$ cat src/shared/lupc_defs.vh
// constants for the line passthrough controller
// assumes a 100 MHz system clock
`ifndef LUPC_DEFS_VH
`define LUPC_DEFS_VH
`define LUPC_CLK_KHZ        100000
`define LUPC_IDLE_TIME_MS   500
`define LUPC_EXIT_TIME_MS   600
`define LUPC_CNT_W          26
`define LUPC_BLANK_W        16
`define LUPC_SEL_OFF        2'b00
`define LUPC_SEL_RX         2'b01
`define LUPC_SEL_TX         2'b10
`define LUPC_SEL_ALL        2'b11
`define LUPC_ST_ENGINE      2'b00
`define LUPC_ST_PASS        2'b01
`define LUPC_ST_EXIT        2'b10
`define LUPC_CNT_ZERO       26'h000_0000
`define LUPC_CNT_ONE        26'h000_0001
`define LUPC_BLANK_ZERO     16'h0000
`define LUPC_BLANK_ONE      16'h0001
`define LUPC_MSEL_ZERO      4'h0
`endif

$ cat src/rtl/lupc_ctrl.v
// slave side controller for half-duplex uart passthrough on the line
// assumes all inputs synchronous to I_CLK_SYS; pulses last one cycle
//
// Overview of operation
// - master mode request enters passthrough mode
// - two-bit select maps to switch pairs
// - successful master request closes selected switches when auto direction is off
// - host writes override switches during passthrough
// - own request enters mode, no switches closed
// - four-bit master select forwarded in command
// - host disable write exits mode at once
// - idle timeout runs only when enabled
// - half second idle opens switches, starts delay
// - delay expiry reconnects engine, resumes detection
// - exit sequence cannot be cancelled by activity
// - detection pulses start right after exit
// - timeout exit raises an event
// - auto direction starts on transmit path
// - return to transmit after blanking interval
`timescale 1ns/1ns
`include "lupc_defs.vh"

module lupc_ctrl #(
  parameter [31:0] IDLE_CYCLES = `LUPC_IDLE_TIME_MS * `LUPC_CLK_KHZ,
  parameter [31:0] EXIT_CYCLES = `LUPC_EXIT_TIME_MS * `LUPC_CLK_KHZ
) (
  input  wire                     I_CLK_SYS,
  input  wire                     I_RST,
  input  wire                     I_MODE_REQ_DONE,
  input  wire [1:0]               I_SLAVE_SWITCH_SELECT,
  input  wire                     I_OWN_REQ_DONE,
  input  wire [3:0]               I_MASTER_SWITCH_SELECT,
  input  wire                     I_HOST_WR,
  input  wire                     I_HOST_MODE_EN,
  input  wire                     I_HOST_TX_SW,
  input  wire                     I_HOST_RX_SW,
  input  wire                     I_TMO_EN,
  input  wire                     I_AUTO_DIR_EN,
  input  wire [`LUPC_BLANK_W-1:0] I_BLANK_CYCLES,
  input  wire                     I_LINE_DATA,
  input  wire                     I_UART_RX_PIN,
  output wire                     O_SW_TX,
  output wire                     O_SW_RX,
  output wire                     O_PASS_ACTIVE,
  output wire                     O_ENGINE_CONNECT,
  output wire                     O_EXITING,
  output wire [3:0]               O_MASTER_SWITCH_SELECT,
  output wire                     O_DETECT_START,
  output wire                     O_TIMEOUT_EVENT
);

  reg  [1:0]               state_reg;
  reg  [1:0]               state_next;
  reg                      sw_tx_reg;
  reg                      sw_tx_next;
  reg                      sw_rx_reg;
  reg                      sw_rx_next;
  reg  [`LUPC_CNT_W-1:0]   cnt_reg;
  reg  [`LUPC_CNT_W-1:0]   cnt_next;
  reg  [`LUPC_BLANK_W-1:0] blank_reg;
  reg  [`LUPC_BLANK_W-1:0] blank_next;
  reg  [3:0]               msel_reg;
  reg  [3:0]               msel_next;
  reg                      det_reg;
  reg                      det_next;
  reg                      tmo_reg;
  reg                      tmo_next;
  reg                      line_prev_reg;
  reg                      rxpin_prev_reg;
  wire                     line_edge;
  wire                     rxpin_edge;
  wire                     path_edge;
  wire [`LUPC_CNT_W-1:0]   idle_last;
  wire [`LUPC_CNT_W-1:0]   exit_last;

  // switch pair for a two-bit select: {tx, rx}
  function [1:0] sel_switches;
    input [1:0] sel;
    begin
      case (sel)
        `LUPC_SEL_RX:  sel_switches = 2'b01;
        `LUPC_SEL_TX:  sel_switches = 2'b10;
        `LUPC_SEL_ALL: sel_switches = 2'b11;
        default:       sel_switches = 2'b00;
      endcase
    end
  endfunction

  // terminal count of a cycle figure
  function [`LUPC_CNT_W-1:0] last_count;
    input [31:0] cycles;
    reg   [31:0] tmp;
    begin
      tmp = (cycles > 32'h0000_0001) ? cycles - 32'h0000_0001 : 32'h0000_0000;
      last_count = tmp[`LUPC_CNT_W-1:0];
    end
  endfunction

  assign idle_last  = last_count(IDLE_CYCLES);
  assign exit_last  = last_count(EXIT_CYCLES);
  assign line_edge  = I_LINE_DATA ^ line_prev_reg;
  assign rxpin_edge = I_UART_RX_PIN ^ rxpin_prev_reg;
  // activity on either pin counts while either switch is closed
  assign path_edge  = (sw_tx_reg & line_edge) | (sw_rx_reg & rxpin_edge) |
                      (sw_rx_reg & line_edge) | (sw_tx_reg & rxpin_edge);

  always @* begin
    state_next = state_reg;
    sw_tx_next = sw_tx_reg;
    sw_rx_next = sw_rx_reg;
    cnt_next   = cnt_reg;
    blank_next = blank_reg;
    msel_next  = msel_reg;
    det_next   = 1'b0;
    tmo_next   = 1'b0;
    case (state_reg)
      `LUPC_ST_ENGINE: begin
        cnt_next   = `LUPC_CNT_ZERO;
        blank_next = `LUPC_BLANK_ZERO;
        if (I_MODE_REQ_DONE) begin
          state_next = `LUPC_ST_PASS;
          if (I_AUTO_DIR_EN) begin
            sw_tx_next = 1'b1;
            sw_rx_next = 1'b0;
          end else begin
            {sw_tx_next, sw_rx_next} =
              sel_switches(I_SLAVE_SWITCH_SELECT);
          end
        end else if (I_OWN_REQ_DONE) begin
          state_next = `LUPC_ST_PASS;
          sw_tx_next = 1'b0;
          sw_rx_next = 1'b0;
        end else if (I_HOST_WR && I_HOST_MODE_EN) begin
          state_next = `LUPC_ST_PASS;
          sw_tx_next = I_HOST_TX_SW;
          sw_rx_next = I_HOST_RX_SW;
        end
        if (I_OWN_REQ_DONE) begin
          msel_next = I_MASTER_SWITCH_SELECT;
        end
      end
      `LUPC_ST_PASS: begin
        if (I_HOST_WR && !I_HOST_MODE_EN) begin
          state_next = `LUPC_ST_ENGINE;
          sw_tx_next = 1'b0;
          sw_rx_next = 1'b0;
          det_next   = 1'b1;
        end else begin
          if (I_HOST_WR) begin
            sw_tx_next = I_HOST_TX_SW;
            sw_rx_next = I_HOST_RX_SW;
          end else if (I_AUTO_DIR_EN && (sw_tx_reg || sw_rx_reg)) begin
            if (rxpin_edge) begin
              sw_tx_next = 1'b0;
              sw_rx_next = 1'b1;
              blank_next = `LUPC_BLANK_ZERO;
            end else if (sw_rx_reg && !sw_tx_reg) begin
              if (blank_reg >= I_BLANK_CYCLES) begin
                sw_tx_next = 1'b1;
                sw_rx_next = 1'b0;
                blank_next = `LUPC_BLANK_ZERO;
              end else begin
                blank_next = blank_reg + `LUPC_BLANK_ONE;
              end
            end
          end
          if (path_edge || !I_TMO_EN || I_HOST_WR) begin
            cnt_next = `LUPC_CNT_ZERO;
          end else if (cnt_reg >= idle_last) begin
            state_next = `LUPC_ST_EXIT;
            sw_tx_next = 1'b0;
            sw_rx_next = 1'b0;
            cnt_next   = `LUPC_CNT_ZERO;
          end else begin
            cnt_next = cnt_reg + `LUPC_CNT_ONE;
          end
        end
      end
      `LUPC_ST_EXIT: begin
        // activity and host writes are ignored here
        sw_tx_next = 1'b0;
        sw_rx_next = 1'b0;
        if (cnt_reg >= exit_last) begin
          state_next = `LUPC_ST_ENGINE;
          cnt_next   = `LUPC_CNT_ZERO;
          det_next   = 1'b1;
          tmo_next   = 1'b1;
        end else begin
          cnt_next = cnt_reg + `LUPC_CNT_ONE;
        end
      end
      default: begin
        state_next = `LUPC_ST_ENGINE;
        sw_tx_next = 1'b0;
        sw_rx_next = 1'b0;
        cnt_next   = `LUPC_CNT_ZERO;
      end
    endcase
  end

  always @(posedge I_CLK_SYS) begin
    if (I_RST) begin
      state_reg      <= `LUPC_ST_ENGINE;
      sw_tx_reg      <= 1'b0;
      sw_rx_reg      <= 1'b0;
      cnt_reg        <= `LUPC_CNT_ZERO;
      blank_reg      <= `LUPC_BLANK_ZERO;
      msel_reg       <= `LUPC_MSEL_ZERO;
      det_reg        <= 1'b0;
      tmo_reg        <= 1'b0;
      line_prev_reg  <= I_LINE_DATA;
      rxpin_prev_reg <= I_UART_RX_PIN;
    end else begin
      state_reg      <= state_next;
      sw_tx_reg      <= sw_tx_next;
      sw_rx_reg      <= sw_rx_next;
      cnt_reg        <= cnt_next;
      blank_reg      <= blank_next;
      msel_reg       <= msel_next;
      det_reg        <= det_next;
      tmo_reg        <= tmo_next;
      line_prev_reg  <= I_LINE_DATA;
      rxpin_prev_reg <= I_UART_RX_PIN;
    end
  end

  assign O_SW_TX                = sw_tx_reg;
  assign O_SW_RX                = sw_rx_reg;
  assign O_PASS_ACTIVE          = (state_reg == `LUPC_ST_PASS);
  assign O_EXITING              = (state_reg == `LUPC_ST_EXIT);
  assign O_ENGINE_CONNECT       = (state_reg == `LUPC_ST_ENGINE);
  assign O_MASTER_SWITCH_SELECT = msel_reg;
  assign O_DETECT_START         = det_reg;
  assign O_TIMEOUT_EVENT        = tmo_reg;

endmodule

$ cat config.mk
export PLATFORM = sky130hd
export DESIGN_NAME = lupc_ctrl
export DESIGN_NICKNAME = d
export VERILOG_FILES = /design/src/rtl/lupc_ctrl.v
export VERILOG_INCLUDE_DIRS = /design/src /design/src/shared
export SDC_FILE = /design/constraint.sdc
export NUM_CORES = 1
export LEC_CHECK = 0
export ABC_AREA = 1
export BUFFER_PORTS_ARGS = -buffer_cell sky130_fd_sc_hd__buf_2
export CAP_MARGIN = 20
export CORE_ASPECT_RATIO = 1.2
export CORE_MARGIN = 2
export CORE_UTILIZATION = 60
export CTS_CLUSTER_SIZE = 25
export DETAILED_ROUTE_END_ITERATION = 8
export GPL_TIMING_DRIVEN = 0
export PLACE_DENSITY_LB_ADDON = 0.3
export SETUP_SLACK_MARGIN = 0.15
export SLEW_MARGIN = 10
export SYNTH_ARGS = -nofsm -noshare
export SYNTH_HDL_FRONTEND = slang
export SYNTH_SLANG_ARGS = --single-unit
$ cat constraint.sdc
create_clock -name I_CLK_SYS -period 5.3 [get_ports I_CLK_SYS]
set_clock_uncertainty 0.15 [all_clocks]
set_input_delay 0.53 -clock I_CLK_SYS [delete_from_list [all_inputs] [get_ports I_CLK_SYS]]
set_output_delay 0.53 -clock I_CLK_SYS [all_outputs]
set_load 0.02 [all_outputs]
# Yosys cells after proc, flatten, opt, wreduce, memory -nomap -nowiden
# Cells that the tools add are included.
# W data, S select, Z words.
dict set report op_classes {
  add_sub_neg 2
  magnitude_cmp 3
  eq_ne 13
  muxes 50
  bitwise 10
  reduce_logical 16
}
# cell n
set op_table {}
lappend op_table {{$mux W26} 4}
lappend op_table {{$mux W16} 6}
lappend op_table {{$ge A26 B26 Y1 const B} 2}
lappend op_table {{$pmux W26 S2} 1}
lappend op_table {{$pmux W16 S2} 1}
lappend op_table {{$add A26 B1 Y26 const B} 1}
lappend op_table {{$mux W1} 26}
lappend op_table {{$add A16 B1 Y16 const B} 1}
lappend op_table {{$ge A16 B16 Y1} 1}
lappend op_table {{$mux W2} 7}
lappend op_table {{$pmux W2 S3} 2}
lappend op_table {{$eq A2 B2 Y1 const B} 3}
lappend op_table {{$ne A3 B1 Y1 const B} 2}
lappend op_table {{$pmux W1 S2} 3}
lappend op_table {{$reduce_and A5 Y1} 1}
lappend op_table {{$and A1 B1 Y1} 4}
lappend op_table {{$eq A2 B1 Y1 const B} 2}
lappend op_table {{$logic_and A1 B1 Y1} 4}
lappend op_table {{$ne A2 B1 Y1 const B} 2}
lappend op_table {{$ne A2 B2 Y1 const B} 2}
lappend op_table {{$ne A4 B3 Y1 const B} 1}
lappend op_table {{$reduce_and A4 Y1} 1}
lappend op_table {{$logic_not A1 Y1} 3}
lappend op_table {{$logic_or A1 B1 Y1} 3}
lappend op_table {{8 further kinds} 11}
dict set report totals {
  reg_bits 54
  in_bits 34
  word_cells 104
}

# Longest topological paths before layout
dict set report logic_depth {
  depth_word 10
  mapped_depth 19
  mapped_depth_nobuf 19
}

# Least setup slack after synthesis
# Ideal clock, no wire load.
dict set report synth_path {
  path_kind {flip-flop to flip-flop}
  from {register state_reg[1]}
  to {register blank_reg[9]}
  arrival_ps 1810
  t_required_ps 5029
  slack_ps 3219
  stages_incl_launch_ff 13
  path_buffers 3
  period_less_slack_ps 2081
  path_cell_list {dfxtp_1 inv_1 ha_1 buf_2 nor2_1 a21oi_1 nand3_1 buf_4 inv_2 o21ai_0 nand2_1 buf_2 nor3_1}
}
dict set report synth_between {
  elab_chain_len 3
  elab_cells_between_ends 9
}
# item line_no
set synth_lines {}
lappend synth_lines {{start, declared} lupc_ctrl.v:52} ;# reg [1:0] state_reg;
lappend synth_lines {{start signal, assigned} lupc_ctrl.v:203} ;# state_reg <= `LUPC_ST_ENGINE;
lappend synth_lines {{start signal, assigned} lupc_ctrl.v:214} ;# state_reg <= state_next;
lappend synth_lines {{$eq A2 B1 Y1 (*)} --}
lappend synth_lines {{net O_PASS_ACTIVE} lupc_ctrl.v:44} ;# output wire O_PASS_ACTIVE,
lappend synth_lines {{$ne A3 B1 Y1 (no source line) (tied with other cells)} --}
lappend synth_lines {{$reduce_and A5 Y1 (no source line)} --}
lappend synth_lines {{end signal, assigned} lupc_ctrl.v:207} ;# blank_reg <= `LUPC_BLANK_ZERO;
lappend synth_lines {{end signal, assigned} lupc_ctrl.v:218} ;# blank_reg <= blank_next;
lappend synth_lines {{end, declared} lupc_ctrl.v:60} ;# reg [`LUPC_BLANK_W-1:0] blank_reg;
# Mark *: on every way through the listed nets, which the timed path passes. The rest lies on a longest branch.
# A chain may end at the register's enable or synchronous reset.

# Final worst setup path
dict set report layout_path {
  from {register state_reg[1]}
  to {register blank_reg[13]}
}
dict set report layout_between {
  elab_chain_len 3
  elab_cells_between_ends 9
}
# item
set layout_lines {}
lappend layout_lines {{$eq A2 B1 Y1 or $logic_not A2 Y1 (tied branches)}}
lappend layout_lines {{$ne A3 B1 Y1 (no source line) (tied with other cells)}}
lappend layout_lines {{$reduce_and A5 Y1 (no source line)}}
# Several ways; a longest one is shown, not always the timed one.

==> out/results.txt <==
register area share after synthesis - 29.4%
Max-slew headroom - 65.2%
outcome - completed
Synth-to-Final Area Change - 11.4%
setup bufs post-CTS - 0
ys async rst share - 0%
slowest CP cell - dfxtp_1
synthesized area - 3680 µm²
Worst setup SP type - flop
fmax - 434 MHz
clk sink count - 54
Worst-path clk slew - 0.10 ns
Worst Path Class, Setup - reg -> reg
RSZ-0062 raised after global routing - no
DRC Markers - 0
Worst setup EP type - flop
largest net degree at the start of global routing - 19
crit path buf inv count - 5
top fanout value on the critical path - 10
PwrDens - 276 nW/µm²
met1 Use GR - 30.1%
EDFF count, synth - 0
Leakage - 1.79 nW
Synth Area in Adders - 7.15%
clk_lat worst skew - 0.32 ns
number of hold buffers added after cts - 0
synthesized area per cell - 6.61 µm²
Synth top area share - 29.4%
Final nets - 662
max reg flops - 26
drt first pass iters - 4
Synth Instances - 556
count leader, synth - nand2_1
GRT Max-Usage Layer - met2
IO Pins - 45
CTS tree - built
antenna cells - 0
Die Ht - 89.7 µm
hold crit path type - in -> reg
CTS Root Cell - clkbuf_8
detailed-route via count - 3651
peak per-stage delay on the critical path - 0.36 ns
post-DP HPWL - 6780 µm
met3 GRT Util - 3.59%
Worst EP required - 5.36 ns
total negative slack - 0 ns
multiplexer area fraction after synthesis - 0%
post-synthesis compound-gate area fraction - 10.5%
share of layout cells above drive strength 1 - 14.5%
clock tree buffer depth - 2
fin crit share - 43.5%
gr ovfl total - 0
# Max-Cap Violations - 0
Synth Net Count - 611
Slew Limit Fails - 0
Fillers - 545
peak supply drop - 0.000143 V
Most Frequent Cell on Critical Path - buf_2
Core Footprint - 5970 µm²
die area - 6770 µm²
initial core utilization - 61.5%
cell taking the most area after synthesis - dfxtp_1
DRT antenna net count - 0
final WL - 8640 µm
Final Hold Fails - 0
Global Route Usage Sum - 26.6%
chip width - 75.5 µm
row cnt - 31
largest family of logic cells by synthesized area - simple AND/OR/NAND/NOR gates
Slew @ Worst Pin - 0.523 ns
most frequent cells after synthesis - 141 x nand2_1, 72 x inv_1, 57 x nor2_1
number of antenna violations at the first check in global routing - 0
Final Util - 68.5%
data arrival time of the critical path - 2.37 ns
Wirelength per Cell - 12.5 µm
Distinct cells, synth - 39
final setup vio count - 0
H-tree levels - 2
port bufs - 44
XOR/XNOR share of the synthesized area - 5.00%
Main synth FF type - dfxtp_1
Num CTS Buffers - 5
flops & latches, synth - 54
fin crit period - 2.30 ns
first-pass GRT wire length - 14500 µm
DRT iter0 DRCs - 81
crit-path leading delay family - buffers and inverters
crit-path cells - inv_1 -> ha_1 -> buf_2 -> a21oi_1 -> nand3_1 -> buf_4 -> inv_2 -> o21ai_0 -> nand2_1 -> buf_2 -> nor2_1
final hold slack - 0.185 ns
simple-gate area share of the yosys netlist - 38.1%
Resized Gates After CTS - 0
number of global-route vias before repair - 3434
Synth area leaders - dfxtp_1 29%, nand2_1 14%, inv_1 7.4%
GR Layer Usage met2 - 48.6%
gpl congestion - 0.940
yosys warns - 0
via density per instance - 5.29
-- layer usage --
layer | up-vias | wire (µm)
met5 | - | 0
met4 | 0 | 173
met3 | 13 | 368
met2 | 75 | 4610
met1 | 1667 | 3490
li1 | 1896 | -
-- power by group --
group          internal, mW  switching (mW)  total, mW
Sequential            0.429          0.0160      0.445
Combinational         0.129           0.312      0.441
Clock                0.0958           0.148      0.243
-- layout by cell type (no fill, tap or decap), drive strengths merged, types with 18 or more instances in the layout --
| cell | n |
|---|---|
| a21oi | 48 |
| buf | 51 |
| dfxtp | 54 |
| ha | 21 |
| inv | 79 |
| nand2 | 146 |
| nand3 | 34 |
| nor2 | 64 |
| nor3 | 19 |
| xor2 | 18 |
-- path summary, 6_finish.rpt --
path	start	endpoint	slack, ns	cells past startpoint
max	state_reg[1]	blank_reg[13]	3.00	11
min	I_UART_RX_PIN	rxpin_prev_reg	0.18	1
max reg2reg	state_reg[1]	blank_reg[13]	3.00	11
min reg2reg	O_MASTER_SWITCH_SELECT[0]	O_MASTER_SWITCH_SELECT[0]	0.34	2
-- cells by family (layout without fill, tap and decap cells) --
group / count (synthesis) / in the layout
xor+xnor: 21 / 21
buf+inv: 91 / 143
compound gates: 73 / 73
flops: 54 / 54
fa+ha+maj: 21 / 21
simple gates: 296 / 296
-- through the flow --
step | setup slack (ns) | area [µm²] | std cells | power, mW
after floorplan | 3.22 | 3680 | 556 | 0.763
after global placement | 2.92 | 4000 | 682 | 0.883
after detailed placement | 2.87 | 4000 | 682 | 0.895
after CTS | 3.00 | 4090 | 690 | 1.14
after global routing | 2.78 | 4090 | 690 | 1.21
final | 3.00 | 4090 | 690 | 1.13
-- cell type report --
cell class	instances	area, µm²	area share (%)
sequential	54	1080	26.4
multi-input combinational	411	2230	54.5
tap	82	103	2.51
inverter	79	297	7.24
clock buffer	5	68.8	1.68
clock inverter	3	26.3	0.642
timing repair buffer	44	220	5.38
buffer	12	66.3	1.62
Power figures use the tool's default switching activity.
